$ cat src/rtl/wdc_pkg.sv
// constants and types for the two-stage watchdog control block
package wdc_pkg;
   localparam int unsigned CLK_HZ = 10_000_000;
   localparam int unsigned FAST_TICK_MS = 100;
   localparam int unsigned FAST_TICK_CYC = CLK_HZ / 1000 * FAST_TICK_MS;
   localparam int unsigned SLOW_PER_FAST = 10;
   localparam int unsigned DEFAULT_FIRST_MS = 10_000;
   localparam int unsigned DEFAULT_FINAL_S = 15;
   localparam logic [15:0] DEFAULT_FIRST_TICKS = 16'(DEFAULT_FIRST_MS / FAST_TICK_MS);
   localparam logic [15:0] DEFAULT_FINAL_TICKS = 16'(DEFAULT_FINAL_S);
   localparam logic [15:0] PERIOD_ALL_ONES = 16'hffff;

   // timer select codes
   localparam logic [1:0] SEL_NONE = 2'h0;
   localparam logic [1:0] SEL_FIRST = 2'h1;
   localparam logic [1:0] SEL_FINAL = 2'h2;

   // request codes: ascii w shifted by eight, or an index
   localparam logic [15:0] REQ_BASE = 16'h7700;
   localparam logic [15:0] START_REQUEST = REQ_BASE | 16'h0000;
   localparam logic [15:0] INHIBIT_REQUEST = REQ_BASE | 16'h0001;
   localparam logic [15:0] STATUS_QUERY_REQUEST = REQ_BASE | 16'h0002;

   // action mask bits
   localparam int unsigned FIRST_STAGE_MASK_BIT = 0;
   localparam int unsigned FINAL_STAGE_MASK_BIT = 1;
   localparam int unsigned THIRD_LEVEL_MASK_BIT = 2;

   // state vector codes
   localparam logic [7:0] ST_COUNTING_NO_ACTION = 8'h01;
   localparam logic [7:0] ST_EXPIRED = 8'h02;
   localparam logic [7:0] ST_RUNNING = 8'h04;
   localparam logic [7:0] ST_STOPPED = 8'h08;
   localparam logic [7:0] ST_SERVICED = 8'h10;

   // register byte offsets
   localparam logic [7:0] REG_REQUEST = 8'h00;
   localparam logic [7:0] REG_SELECT = 8'h04;
   localparam logic [7:0] REG_PERIOD = 8'h08;
   localparam logic [7:0] REG_CHAIN_PERIOD = 8'h0c;
   localparam logic [7:0] REG_CHAIN_TARGET = 8'h10;
   localparam logic [7:0] REG_ACTION_MASK = 8'h14;
   localparam logic [7:0] REG_STATE_VECTOR = 8'h18;
   localparam logic [7:0] REG_IRQ_STATUS = 8'h1c;
   localparam logic [7:0] REG_IRQ_MASK = 8'h20;

   // interrupt status bits
   localparam int unsigned EV_FIRST_EXPIRED = 0;
   localparam int unsigned EV_FINAL_EXPIRED = 1;
   localparam int unsigned EV_BAD_REQUEST = 2;
   localparam int unsigned NUM_EVENTS = 3;

   typedef enum logic [1:0] {
      WDC_STOPPED = 2'b00,
      WDC_RUNNING = 2'b01,
      WDC_NO_ACTION = 2'b11
   } wdc_mode_e;
endpackage : wdc_pkg

$ cat src/rtl/wdc_tick_gen.sv
// tick enables: a fast tick and a slow tick every few fast ticks
`timescale 1ns/1ps
module wdc_tick_gen #(
   parameter int unsigned FAST_CYC = wdc_pkg::FAST_TICK_CYC,
   parameter int unsigned SLOW_DIV = wdc_pkg::SLOW_PER_FAST
) (
   // clock and reset
   input wire logic sys_clk,
   input wire logic resetn,
   // tick enables
   output logic tick_fast,
   output logic tick_slow
);
   import wdc_pkg::*;

   typedef struct packed {
      logic [31:0] cyc;
      logic [7:0] fast_cnt;
      logic fast;
      logic slow;
   } wdc_tick_s;

   wdc_tick_s s_r;
   wdc_tick_s s_nxt;

   always_comb begin
      s_nxt = s_r;
      s_nxt.fast = 1'b0;
      s_nxt.slow = 1'b0;
      if (s_r.cyc >= 32'(FAST_CYC - 1)) begin
         s_nxt.cyc = '0;
         s_nxt.fast = 1'b1;
         if (s_r.fast_cnt >= 8'(SLOW_DIV - 1)) begin
            s_nxt.fast_cnt = '0;
            s_nxt.slow = 1'b1;
         end else begin
            s_nxt.fast_cnt = s_r.fast_cnt + 8'h01;
         end
      end else begin
         s_nxt.cyc = s_r.cyc + 32'h1;
      end
   end

   always_ff @(posedge sys_clk or negedge resetn) begin
      if (!resetn) begin
         s_r <= '0;
      end else begin
         s_r <= s_nxt;
      end
   end

   assign tick_fast = s_r.fast;
   assign tick_slow = s_r.slow;
endmodule : wdc_tick_gen

$ cat src/rtl/wdc_watchdog.sv
// two-stage watchdog control: request decode, timers, state vector, registers
// Functional notes
// (RL1) select 1 first stage, 2 final stage
// (RL2) request codes: w<<8 or start/inhibit/status
// (RL3) requester supplies period 1 to 65534
// (RL4) period 0 or all ones takes default
// (RL5) chain target restarts timer on expiry
// (RL6) chained period follows same default substitution
// (RL7) set mask bit suppresses action, keeps counting
// (RL8) mask bits 0x1 first, 0x2 final
// (RL9) state vector: element 0 first, 1 final
// (RL10) stopped, running, no-action states are exclusive
// (RL11) running: first interrupts, final resets host
// (RL12) counting without action encoded 0x01
// (RL13) expired flag on first stage only
// (RL14) serviced flag 0x10, cleared when reported
// (RL15) second status query sees serviced cleared
// (RL16) first ticks 100 ms, final ticks 1 s
// (RL17) starting one restarts the other if active
// (RL18) first stage stoppable, final only restartable
// (RL19) reset: stopped, mask clear, flags clear
`timescale 1ns/1ps
module wdc_watchdog #(
   parameter int unsigned FAST_CYC = wdc_pkg::FAST_TICK_CYC
) (
   // clock and reset
   input wire logic sys_clk,
   input wire logic resetn,
   // register port
   input wire logic [7:0] reg_addr,
   input wire logic [31:0] reg_wdata,
   input wire logic reg_wr,
   input wire logic reg_rd,
   output logic [31:0] reg_rdata,
   // actions and interrupt
   output logic warn_irq,
   output logic host_reset,
   output logic irq
);
   import wdc_pkg::*;

   typedef struct packed {
      wdc_mode_e [1:0] mode;
      logic [1:0][15:0] cnt;
      logic [1:0][15:0] reload;
      logic [1:0][1:0] chain_tgt;
      logic [1:0][15:0] chain_per;
      logic expired;
      logic serviced;
      logic [1:0] sel;
      logic [15:0] period;
      logic [15:0] chain_period;
      logic [1:0] chain_target;
      logic [2:0] action_mask;
      logic [1:0][7:0] state_vec;
      logic [NUM_EVENTS-1:0] irq_stat;
      logic [NUM_EVENTS-1:0] irq_mask;
      logic [31:0] rdata;
      logic reset_pulse;
   } wdc_state_s;

   wdc_state_s s_r;
   wdc_state_s s_nxt;
   logic tick_fast;
   logic tick_slow;
   logic [1:0] tick;

   wdc_tick_gen #(
      .FAST_CYC(FAST_CYC),
      .SLOW_DIV(SLOW_PER_FAST)
   ) wdc_tick_gen_i (
      .sys_clk(sys_clk),
      .resetn(resetn),
      .tick_fast(tick_fast),
      .tick_slow(tick_slow)
   );

   assign tick = {tick_slow, tick_fast}; // RL16

   function automatic logic [15:0] wdc_period(input logic [15:0] p, input logic idx);
      logic [15:0] dflt;
      dflt = idx ? DEFAULT_FINAL_TICKS : DEFAULT_FIRST_TICKS;
      if (p == 16'h0000 || p == PERIOD_ALL_ONES) begin
         return dflt; // RL4 RL6
      end
      return p;
   endfunction : wdc_period

   function automatic logic [7:0] wdc_code(input wdc_mode_e m);
      case (m)
         WDC_RUNNING: return ST_RUNNING;
         WDC_NO_ACTION: return ST_COUNTING_NO_ACTION; // RL12
         WDC_STOPPED: return ST_STOPPED;
         default: return ST_STOPPED;
      endcase
   endfunction : wdc_code

   logic [1:0] ld;
   logic [1:0][15:0] ldv;
   logic [NUM_EVENTS-1:0] ev;
   logic sel_ok;
   logic tgt_ok;
   logic idx;
   logic tidx;
   logic set_serviced;
   logic [31:0] rd_val;

   always_comb begin
      s_nxt = s_r;
      ld = '0;
      ldv = '0;
      ev = '0;
      idx = 1'b0;
      tidx = 1'b0;
      set_serviced = 1'b0;
      rd_val = '0;
      s_nxt.reset_pulse = 1'b0;
      sel_ok = (s_r.sel == SEL_FIRST) || (s_r.sel == SEL_FINAL); // RL1
      tgt_ok = (s_r.chain_target <= SEL_FINAL);

      // register writes and requests
      if (reg_wr) begin
         case (reg_addr)
            REG_SELECT: s_nxt.sel = reg_wdata[1:0];
            REG_PERIOD: s_nxt.period = reg_wdata[15:0]; // RL3
            REG_CHAIN_PERIOD: s_nxt.chain_period = reg_wdata[15:0];
            REG_CHAIN_TARGET: s_nxt.chain_target = reg_wdata[1:0];
            REG_ACTION_MASK: s_nxt.action_mask = reg_wdata[2:0]; // RL8
            REG_IRQ_MASK: s_nxt.irq_mask = reg_wdata[NUM_EVENTS-1:0];
            REG_IRQ_STATUS: begin
               s_nxt.irq_stat = s_r.irq_stat & ~reg_wdata[NUM_EVENTS-1:0];
               // host acknowledges the warning interrupt
               if (reg_wdata[EV_FIRST_EXPIRED] && s_r.irq_stat[EV_FIRST_EXPIRED] && s_r.expired) begin
                  set_serviced = 1'b1; // RL14
               end
            end
            REG_REQUEST: begin
               idx = (s_r.sel == SEL_FINAL);
               if (!sel_ok) begin
                  ev[EV_BAD_REQUEST] = 1'b1;
               end else if (reg_wdata[15:0] == START_REQUEST) begin // RL2
                  if (!tgt_ok) begin
                     ev[EV_BAD_REQUEST] = 1'b1;
                  end else begin
                     ld[idx] = 1'b1;
                     ldv[idx] = wdc_period(s_r.period, idx);
                     s_nxt.reload[idx] = ldv[idx];
                     s_nxt.chain_tgt[idx] = s_r.chain_target; // RL5
                     s_nxt.chain_per[idx] = s_r.chain_period;
                     if (s_r.mode[!idx] != WDC_STOPPED) begin
                        ld[!idx] = 1'b1; // RL17
                        ldv[!idx] = s_r.reload[!idx];
                     end
                  end
               end else if (reg_wdata[15:0] == INHIBIT_REQUEST) begin // RL2
                  for (int i = 0; i < 2; i++) begin
                     if (s_r.mode[i] != WDC_STOPPED) begin
                        s_nxt.mode[i] = s_r.action_mask[i] ? WDC_NO_ACTION : WDC_RUNNING; // RL7
                     end
                  end
                  // only the first stage may be halted
                  if (!idx && s_r.action_mask[FIRST_STAGE_MASK_BIT]) begin
                     s_nxt.mode[0] = WDC_STOPPED; // RL18
                  end
               end else if (reg_wdata[15:0] == STATUS_QUERY_REQUEST) begin // RL2
                  s_nxt.state_vec[0] = wdc_code(s_r.mode[0]) | (s_r.expired ? ST_EXPIRED : 8'h00)
                     | (s_r.serviced ? ST_SERVICED : 8'h00); // RL9 RL13
                  s_nxt.state_vec[1] = wdc_code(s_r.mode[1]); // RL9
                  s_nxt.serviced = 1'b0; // RL14 RL15
                  if (!idx) begin
                     s_nxt.expired = 1'b0;
                  end
               end else begin
                  ev[EV_BAD_REQUEST] = 1'b1;
               end
            end
            default: ;
         endcase
      end

      // countdown and expiry
      for (int i = 0; i < 2; i++) begin
         if (!ld[i] && s_r.mode[i] != WDC_STOPPED && tick[i]) begin
            if (s_r.cnt[i] > 16'h0001) begin
               s_nxt.cnt[i] = s_r.cnt[i] - 16'h0001;
            end else begin
               s_nxt.cnt[i] = '0;
               ev[i] = 1'b1;
               if (s_r.mode[i] == WDC_RUNNING) begin // RL11
                  if (i == 0) begin
                     s_nxt.expired = 1'b1; // RL13
                  end else begin
                     s_nxt.reset_pulse = 1'b1;
                  end
               end
               s_nxt.mode[i] = WDC_STOPPED;
               if (s_r.chain_tgt[i] != SEL_NONE) begin
                  tidx = (s_r.chain_tgt[i] == SEL_FINAL);
                  ld[tidx] = 1'b1; // RL5
                  ldv[tidx] = wdc_period(s_r.chain_per[i], tidx); // RL6
                  s_nxt.reload[tidx] = ldv[tidx];
               end
            end
         end
      end

      // starts and restarts
      for (int i = 0; i < 2; i++) begin
         if (ld[i]) begin
            s_nxt.cnt[i] = ldv[i];
            s_nxt.mode[i] = s_r.action_mask[i] ? WDC_NO_ACTION : WDC_RUNNING; // RL7 RL10
         end
      end

      // sticky flags: setting wins over clearing
      if (set_serviced) begin
         s_nxt.serviced = 1'b1; // RL14
      end
      s_nxt.irq_stat = s_nxt.irq_stat | ev;

      // read data, valid only in the cycle after the strobe
      if (reg_rd) begin
         case (reg_addr)
            REG_SELECT: rd_val = {30'h0, s_r.sel};
            REG_PERIOD: rd_val = {16'h0, s_r.period};
            REG_CHAIN_PERIOD: rd_val = {16'h0, s_r.chain_period};
            REG_CHAIN_TARGET: rd_val = {30'h0, s_r.chain_target};
            REG_ACTION_MASK: rd_val = {29'h0, s_r.action_mask};
            REG_STATE_VECTOR: rd_val = {16'h0, s_r.state_vec};
            REG_IRQ_STATUS: rd_val = {29'h0, s_r.irq_stat};
            REG_IRQ_MASK: rd_val = {29'h0, s_r.irq_mask};
            default: rd_val = '0;
         endcase
      end
      s_nxt.rdata = rd_val;
   end

   always_ff @(posedge sys_clk or negedge resetn) begin
      if (!resetn) begin
         s_r <= '0; // RL19
         s_r.state_vec <= {ST_STOPPED, ST_STOPPED};
      end else begin
         s_r <= s_nxt;
      end
   end

   assign reg_rdata = s_r.rdata;
   assign warn_irq = s_r.expired;
   assign host_reset = s_r.reset_pulse;
   assign irq = |(s_r.irq_stat & s_r.irq_mask);
endmodule : wdc_watchdog

$ cat config.mk
export PLATFORM = sky130hd
export DESIGN_NAME = wdc_watchdog
export DESIGN_NICKNAME = d
export VERILOG_FILES = /design/src/rtl/wdc_pkg.sv /design/src/rtl/wdc_tick_gen.sv /design/src/rtl/wdc_watchdog.sv
export SDC_FILE = /design/constraint.sdc
export NUM_CORES = 1
export LEC_CHECK = 0
export BUFFER_PORTS_ARGS = -buffer_cell sky130_fd_sc_hd__buf_2
export CORE_UTILIZATION = 40
export CTS_BUF_LIST = sky130_fd_sc_hd__clkbuf_16
export DETAILED_ROUTE_END_ITERATION = 7
export PLACE_DENSITY = 0.59
export SETUP_SLACK_MARGIN = 0.05
export SYNTH_ARGS = -nofsm -noshare
export SYNTH_HDL_FRONTEND = slang
export SYNTH_SLANG_ARGS = --single-unit
$ cat constraint.sdc
create_clock -name sys_clk -period 4 [get_ports sys_clk]
set_input_delay 0.4 -clock sys_clk [delete_from_list [all_inputs] [get_ports sys_clk]]
set_output_delay 0.4 -clock sys_clk [all_outputs]
set_load 0.005 [all_outputs]
* Yosys cells after proc, flatten, opt, wreduce, memory -nomap -nowiden
Index checks and enable logic that the tools add are counted.
Storage, ports and cells: RAM bits 0, register bits 242, logic and storage cells 302, memories 0, input port bits 44, latch bits 0, output and inout port bits 35, bits in read-only memories 0
Cells by class: multiplexer cells 179, div/mod/pow operators 0, $add $sub $neg 4, reduce and logical (&&, ||, !) cells 43, multipliers 0, eq/ne operators 24, $lt $le $gt $ge 13, bitwise operators 12, shift-type cells 0
Operators by type and width (count):
- $mux 16 | 42
- $mux 32 | 18
- $bwmux 32 | 7
- $mux 70 | 2
- $mux 68 | 2
- $mux 131 | 1
- $pmux 16 s8 | 1
- $mux 2 | 33
- $demux 16 s1 | 4
- $mux 8 | 7
- $eq 16x15->1 const B | 3
- $eq 16x16->1 const B | 3
- $logic_not 16->1 | 3
- $mux 48 | 1
- $mux 1 | 41
- $add 32x1->32 const B | 1
- $and 32x32->32 | 1
- $eq 8x5->1 const B | 4
- $ge 32x20->1 const B | 1
- $gt 16x1->1 const B | 2
- $sub 16x1->16 const B | 2
- $reduce_bool 2->1 | 11
- $mux 7 | 3
- $mux 4 | 5
- 32 further kinds | 77

* Longest topological paths before layout
Gate-level depths: netlist of run 1.
depth after elaboration 33, depth in mapped cells 12, gate-level depth less buffers 9

* Modules after synthesis
A second synthesis of run 1 with hierarchy kept.
Second synthesis, totals: cells, all modules 1351, area, all modules 11979.0 um^2
By module, submodules not included:
- wdc_watchdog | cells each 1186, sequential area each 4406.7 um^2, area an instance 10191.0 um^2, instances 1
- wdc_tick_gen | cells each 165, sequential area each 1051.0 um^2, area an instance 1788.0 um^2, instances 1

* Worst setup path before layout of run 1
Ideal clock, no wire load.
path type reg2reg, from register s_r[92] in the netlist's numbering, to register s_r[167] in the netlist's numbering, path slack 1.226 ns, arrival 2.648 ns, buffers on the path 1, cell stages (with the launch flop) 10, setup time 0.126 ns, required time 3.874 ns, period minus slack after synthesis 2.774 ns, cell sequence dfrtp_1 inv_1 ha_1 nor4_1 and4_1 buf_2 nand3_1 a21oi_1 nor3_1 a221o_1
On the way: longest elaborated chain between the ends 26, elaborated cells between the ends (all ways) 70, classes of those cells order compare: 4; eq/ne: 2; mux: 48; bitwise: 4; reduce/logical: 12
RTL lines:
- start: declaration | line wdc_watchdog.sv:62 | wdc_state_s s_r;
- start signal: assignment | line wdc_watchdog.sv:243 | s_r <= s_nxt;
- $eq 2x2->1 | line wdc_watchdog.sv:118, wdc_watchdog.sv:138
- $mux 7 | line wdc_watchdog.sv:82 | dflt = idx ? DEFAULT_FINAL_TICKS : DEFAULT_FIRST_TICKS;
- $mux 16 | line wdc_watchdog.sv:83 | if (p == 16'h0000 || p == PERIOD_ALL_ONES) begin
- $mux 16 | line wdc_watchdog.sv:86 | return p;
- $mux 16 | line wdc_watchdog.sv:142 | if (!tgt_ok) begin
- $mux 16 | line wdc_watchdog.sv:141 | end else if (reg_wdata[15:0] == START_REQUEST) begin
- $mux 16 | line wdc_watchdog.sv:139 | if (!sel_ok) begin
- $mux 16 | line wdc_watchdog.sv:123 | case (reg_addr)
- [10 not listed]
- $mux 32 | line wdc_watchdog.sv:197 | if (s_r.chain_tgt[i] != SEL_NONE) begin
- $mux 32 | line wdc_watchdog.sv:184 | if (s_r.cnt[i] > 16'h0001) begin
- $mux 32 | line wdc_watchdog.sv:183 | if (!ld[i] && s_r.mode[i] != WDC_STOPPED && tick[i]) begin
- $bwmux 32 | line wdc_watchdog.sv:200 | ldv[tidx] = wdc_period(s_r.chain_per[i], tidx);
- $mux 32 | line wdc_watchdog.sv:197
- $mux 32 | line wdc_watchdog.sv:184
- $mux 32 | line wdc_watchdog.sv:183
- $mux 16 | line wdc_watchdog.sv:209 | if (ld[i]) begin
Several ways; a longest one is shown, not always the timed one. The select of a mux whose other input is x is not followed. A chain may end at the register's enable or synchronous reset.

* Final worst setup path of run 1
from register s_r[164] in the netlist's numbering, to register s_r[195] in the netlist's numbering
On the way: longest elaborated chain between the ends 8, elaborated cells between the ends (all ways) 18, classes of those cells order compare: 1; mux: 12; bitwise: 1; reduce/logical: 4
RTL lines (line):
- $gt 16x1->1 (*) | wdc_watchdog.sv:184
- $mux 32 / $mux 2 (equally long branches) | wdc_watchdog.sv:184
- $mux 32 / $mux 2 (equally long branches) | wdc_watchdog.sv:183
- $bwmux 32, or another cell as far along | wdc_watchdog.sv:200
- $mux 32, or another cell as far along | wdc_watchdog.sv:197
- $mux 32, or another cell as far along | wdc_watchdog.sv:184
- $mux 32 / $mux 2 (equally long branches) | wdc_watchdog.sv:183
- $mux 16 / $reduce_bool 2->1 (equally long branches)
Mark *: on every way between the ends. The rest lies on a longest branch, timed or not.

==> results.py, run 1 <==
metrics = {
    "outcome": {
        "status": "finished, final reports clean",
    },
    "sta": {
        "min_period_ns": 3.459,
        "worst_pin_slew_ns": 1.027,
        "finalMaxSlewViolations": 0,
        "finalSetupViolCount": 0,
        "rsz0062_at_grt": "no",
        "clock-skew-final_ns": 0.01810,
        "hold_viol": 0,
        "slew_headroom": 0.3129,
        "fin_crit_sh": 0.8647,
        "finalSetupTns_ns": 0,
        "hold_ws_ns": 0.1255,
        "fmax_mhz": 289.1,
    },
    "logic_synthesis": {
        "ys.flop_type": "dfrtp_1",
        "ys_seq_elements": 218,
        "synthTopCellsByArea": "dfrtp_1, nand2_1, mux2_2, o21ai_0, nor2_1",
        "synthCells": 1343,
        "syn-cell-area_um2": 12040,
        "yosys.area.top_type": "dfrtp_1",
        "yosysTopAreaCellShare": 0.4488,
        "ys_seq_area_frac": 0.4532,
        "synth_cell_types": 76,
        "synth-edff-count": 0,
        "yosys_warnings": 0,
        "synth_async_sr_flop_share": 1.000,
        "postSynthAreaPerCell_um2": 8.967,
    },
    "floorplanning": {
        "io_pins": 79,
        "die_y_um": 175.5,
        "die_area_um2": 30810,
        "coreArea_um2": 29640,
        "fp.dieW_um": 175.5,
        "start_util": 0.4063,
        "rows": 63,
    },
    "worst_setup_path": {
        "path_max_fanout": 12,
        "cpMostUsedCell": "nor2_1",
        "path_class": "flip-flop to flip-flop",
        "critical-path-top-delay-family": "simple AND/OR/NAND/NOR gates",
        "crit_path_max_incr_delay_ns": 0.88,
        "setup.worst_path.end_class": "flip-flop",
        "crit_required_ns": 4.42,
        "arrival_ns": 3.88,
        "path_cells": "inv_1, ha_1, nor2_1, or4_4, a2111oi_4, nor2_1, nand2_1, o31ai_1, a22o_1",
        "slowest_stage": "a2111oi_4",
        "cp-start-kind": "flip-flop",
        "crit_buf_inv": 1,
    },
    "clock_network": {
        "clkLatencyLatePin_ns": 0.54,
        "post_cts_resized": 0,
        "numCtsBuffers": 26,
        "cts.sinks": 218,
        "clockRootBuffer": "clkbuf_16",
        "htree_levels": 1,
        "cts_tree": "done",
        "ctsHoldBuffers": 1,
        "cts_setup_buffers": 0,
        "clkTransAtPathRegs_ns": 0.06,
        "cts_buffer_depth": 3,
    },
    "cells_and_area": {
        "area_delta_synth_final_pct": 12.65,
        "finish.net_count": 1443,
        "multi_input_area_um2": 6096,
        "diodes": 0,
        "fillers": 2945,
        "layout.cells.non_filler": 1800,
        "final_util": 0.4577,
        "seq_area_um2": 5458,
        "drive_above_1_share": 0.1461,
    },
    "placed_design": {
        "dp_hpwl_um": 27780,
        "port_buffers": 46,
        "routabilityCongestion": 1.014,
        "dp_cells": 1751,
    },
    "min_path": {
        "hold_path_class": "input pin to flip-flop",
    },
    "drt": {
        "vias": 10708,
        "avgRoutedWirePerCell_um": 21.81,
        "drt_iter0_drc": 955,
        "drc": 0,
        "ant_nets": 0,
        "vias_per_cell": 5.949,
        "wl_um": 39250,
        "first_pass_iters": 7,
    },
    "grt": {
        "overflow": 0,
        "grtUsageMet3": 0.04740,
        "grt_pass1_wl_um": 61290,
        "antenna_found_initial": 1,
        "grt_max_degree": 102,
        "gr-usage-met2": 0.3791,
        "grt_pass1_vias": 10168,
        "grt_usage": 0.2590,
        "grt-busiest-layer": "met2",
        "grt_use_met1": 0.3766,
    },
    "pwr": {
        "pwr_density_cell_nw_per_um2": 397.3,
        "p_leak_uw": 0.006056,
        "finalPower_uw": 5390,
        "ir_worst_vdd_mv": 0.2799,
    },
    "job": {
        "cap_violations": 0,
    },
}
[power by group]
part	switching, uW	internal [uW]	leakage (uW)
Sequential	115	2290	0.00290
Combinational	367	211	0.00270
Clock	964	1440	0.000452
Total	1450	3940	0.00606
[path summary, 6_finish.rpt]
| check | startpoint | to | slack (ns) | cells past startpoint |
|---|---|---|---|---|
| worst max-delay path | s_r[164] | s_r[195] | 0.54 | 9 |
| worst min-delay path | reg_wdata[11] | s_r[71] | 0.13 | 2 |
| worst max register to register | s_r[164] | s_r[195] | 0.54 | 9 |
| worst min register to register | flip-flop | flip-flop | 0.48 | 2 |
| max in group asynchronous | resetn | wdc_tick_gen_i.s_r[14] | 2.53 | 3 |
| min in group asynchronous | resetn | reg_rdata[1] | 0.49 | 2 |
[logic make-up after synthesis]
family,Yosys count,synth area share
other cells,1,0.0003114
mux,67,0.06171
fa+ha+maj,9,0.009351
compound gates,319,0.1690
flops,218,0.4532
xor+xnor,23,0.01673
buf+inv,116,0.04945
simple gates,590,0.2402
[final cells by class]
type / instances / area share
inverter: 17 / 0.004703
clock buffer: 26 / 0.04796
clock inverter: 22 / 0.01605
timing repair buffer: 91 / 0.04371
sequential: 218 / 0.4023
multi-input combinational: 1036 / 0.4493
tap: 390 / 0.03597
[synth_stat cells, drive strengths merged, types with 12 or more instances]
cell type  count
a21oi         77
dfrtp        216
nand2b        12
mux2i         19
nor4          38
clkbuf        46
o21ai         95
nand4         29
a22oi         21
a31oi         19
nor2         119
buf           53
nand3         32
nor3          40
mux2          48
or3           15
a221oi        13
nand2        239
a211oi        20
xor2          15
inv           17
[layout by cell type (no fill, tap or decap), types with 28 or more instances in the layout]
master and n:
a21oi_1 76, buf_2 45, buf_4 43, conb_1 28
dfrtp_1 216, mux2_2 48, nand2_1 239, nand3_1 32
nand4_1 28, nor2_1 117, nor3_1 35, nor4_1 34
o21ai_0 90
[worst reg2reg max path, stage by stage (launching register included)]
cell	delay, ns
dfrtp_1	0.41
inv_1	0.10
ha_1	0.26
nor2_1	0.11
or4_4	0.56
a2111oi_4	0.88
nor2_1	0.32
nand2_1	0.33
o31ai_1	0.12
a22o_1	0.24
[stage by stage]
step	instance area, um^2	setup slack [ns]
final	13570	0.5410
after global routing	13570	0.3063
after CTS	13570	0.6148
after detailed placement	12690	0.6336
after global placement	12690	0.7227
after floorplan	12140	1.226
[layer usage]
layer	share of wire	routed length, um
met1	0.44	17410
met2	0.43	16830
met3	0.090	3525
met5	0	0
met4	0.038	1492
(Power assumes the default switching activity.)
==> inputs of run 2 (changes only) <==
--- a/config.mk
+++ b/config.mk
@@ -6,6 +6,7 @@
 export NUM_CORES = 1
 export LEC_CHECK = 0
 export BUFFER_PORTS_ARGS = -buffer_cell sky130_fd_sc_hd__buf_2
+export CORE_MARGIN = 10
 export CORE_UTILIZATION = 40
 export CTS_BUF_LIST = sky130_fd_sc_hd__clkbuf_16
 export DETAILED_ROUTE_END_ITERATION = 7
==> run 2 against run 1 <==
  * The flow now finishes with violations (negative hold slack)
  * Clock power is 12% lower
  * Non-clock buffer count grew 2
  * Sequential power about the same
  * Power fell by 5.5%
  * Critical path depth shrank 2
  * Clock skew about the same
  * Critical path type unchanged
  * Hold slack got worse by 0.22 ns
  * First-iteration DRC count rose by 43%
  * Routed wire length grew 2.9%
  * Highest routed layer unchanged
==> results.py, run 2 (synthesized netlist as in run 1, its figures left out) <==
metrics = {
    "job": {
        "cap_violations": 0,
    },
    "drt": {
        "vias": 10811,
        "vias_per_cell": 6.016,
        "drt_iter0_drc": 1370,
        "first_pass_iters": 5,
        "wl_um": 40390,
        "avgRoutedWirePerCell_um": 22.47,
        "ant_nets": 0,
        "drc": 0,
    },
    "pwr": {
        "pwr_density_cell_nw_per_um2": 378.6,
        "ir_worst_vdd_mv": 0.2773,
        "p_leak_uw": 0.005993,
        "power.share.combinational": 0.114,
        "power_frac_seq": 0.472,
        "clock_power_share": 0.414,
        "switching_share": 0.2756,
        "p_int_uw": 3689,
        "p_sw_uw": 1403,
    },
    "floorplanning": {
        "rows": 63,
        "start_util": 0.4063,
        "coreArea_um2": 29640,
        "die_y_um": 193.5,
        "io_pins": 79,
        "fp.dieW_um": 193.5,
        "die_area_um2": 37450,
    },
    "clock_network": {
        "cts_setup_buffers": 0,
        "clkTransAtPathRegs_ns": 0.06,
        "clkLatencyLatePin_ns": 0.54,
        "htree_levels": 1,
        "numCtsBuffers": 25,
        "cts_tree": "done",
        "ctsHoldBuffers": 0,
        "post_cts_resized": 0,
        "cts.sinks": 218,
        "cts_buffer_depth": 3,
        "clockRootBuffer": "clkbuf_16",
    },
    "worst_setup_path": {
        "path_cells": "or3_4, or4_1, or3b_1, mux2i_4, nor3_2, a211oi_1, o21ai_0",
        "critical-path-top-delay-family": "simple AND/OR/NAND/NOR gates",
        "reg2reg_depth": 7,
        "startpoint": "s_r[173]",
        "setup.worst_path.end_class": "flip-flop",
        "reg2reg_slack_ns": 0.78,
        "arrival_ns": 3.61,
        "timing.rr.end": "s_r[193]",
        "path_class": "flip-flop to flip-flop",
        "slowest_stage": "or3b_1",
        "cp-start-kind": "flip-flop",
        "r2r-start": "s_r[173]",
        "crit_required_ns": 4.40,
        "path_max_fanout": 14,
        "crit_path_max_incr_delay_ns": 0.59,
        "crit_buf_inv": 0,
    },
    "grt": {
        "grt_max_degree": 122,
        "grt_pass1_vias": 10366,
        "overflow": 0,
        "grt_pass1_wl_um": 63340,
        "antenna_found_initial": 1,
        "grt_usage": 0.2083,
    },
    "outcome": {
        "violations": "negative hold slack",
        "status": "finished with violations",
    },
    "min_path": {
        "hold_path_class": "input pin to async pin",
    },
    "sta": {
        "rsz0062_at_grt": "no",
        "hold_viol": 32,
        "fin_crit_sh": 0.8038,
        "finalSetupTns_ns": 0,
        "fmax_mhz": 311.0,
        "clock-skew-final_ns": 0.01806,
        "finalMaxSlewViolations": 0,
        "min_period_ns": 3.215,
        "worst_pin_slew_ns": 1.057,
        "finalSetupViolCount": 0,
        "slew_headroom": 0.2955,
        "hold_ws_ns": -0.09503,
    },
    "cells_and_area": {
        "diodes": 0,
        "fillers": 2949,
        "finish.net_count": 1444,
        "area_delta_synth_final_pct": 11.71,
        "drive_above_1_share": 0.1429,
        "final_util": 0.4539,
        "mostFrequentLayoutCells": "nand2_1, dfrtp_1, nor2_1",
        "multi_input_area_um2": 6096,
        "seq_area_um2": 5458,
        "layout_commonest_cell": "nand2_1",
    },
    "placed_design": {
        "dp_hpwl_um": 28770,
        "port_buffers": 46,
        "routabilityCongestion": 0.9985,
    },
}
-- run 2: changes by cell type in the layout (fill, tap and decap cells not counted) --
cell,delta
clkinv_8,-1
bufinv_16,-3
dlygate4sd3_1,-1
clkinv_1,+5
inv_1,-2
buf_12,+1
buf_4,+2
clkinv_4,-2
clkbuf_16,-1
inv_6,+1
clkinv_2,-2
-- run 2: worst max-delay path by stage --
stage / to / slack [ns] / cells past startpoint
2_1_floorplan: s_r[167] / 1.23 / 9
3_3_place_gp: s_r[193] / 0.80 / 7
3_5_place_dp: s_r[193] / 0.82 / 7
4_1_cts: s_r[193] / 0.79 / 7
5_1_grt: s_r[193] / 0.52 / 9
6_report: s_r[193] / 0.78 / 7
-- run 2: power by group through the flow --
stage | combinational (uW) | sequential, uW | clock, uW
after global routing | 652 | 2420 | 2240
after detailed placement | 575 | 2440 | 0
after floorplan | 388 | 2400 | 0
after CTS | 577 | 2400 | 2150
after global placement | 564 | 2440 | 0
final | 580 | 2410 | 2110
-- run 2: layout make-up --
class / count / area share
clock inverters: 18 / 0.007720
inverters: 17 / 0.004743
well taps: 390 / 0.03627
repair buffers: 93 / 0.04594
clock buffers: 25 / 0.04650
multi-input cells: 1036 / 0.4531
flip-flops and latches: 218 / 0.4057
-- run 2: per-stage QoR --
step           power, uW  cells  setup slack [ns]  hold WS [ns]  area [um^2]
2_1_floorplan       2785   1370             1.226        0.1044        12140
3_3_place_gp        3003   1754            0.7997        0.4568        12720
3_5_place_dp        3015   1754            0.8199        0.4647        12720
4_1_cts             5129   1797            0.7853       0.01957        13450
5_1_grt             5311   1797            0.5218       0.02539        13450
6_report            5093   1797            0.7847      -0.09503        13450
-- run 2: per-layer routing --
metal	track usage	wire (um)	up-vias
li1	-	-	4883
met2	0.3123	17890	480
met3	0.03994	3326	83
met4	0.07840	1509	0
met5	0	0	-
met1	0.2907	17660	5365
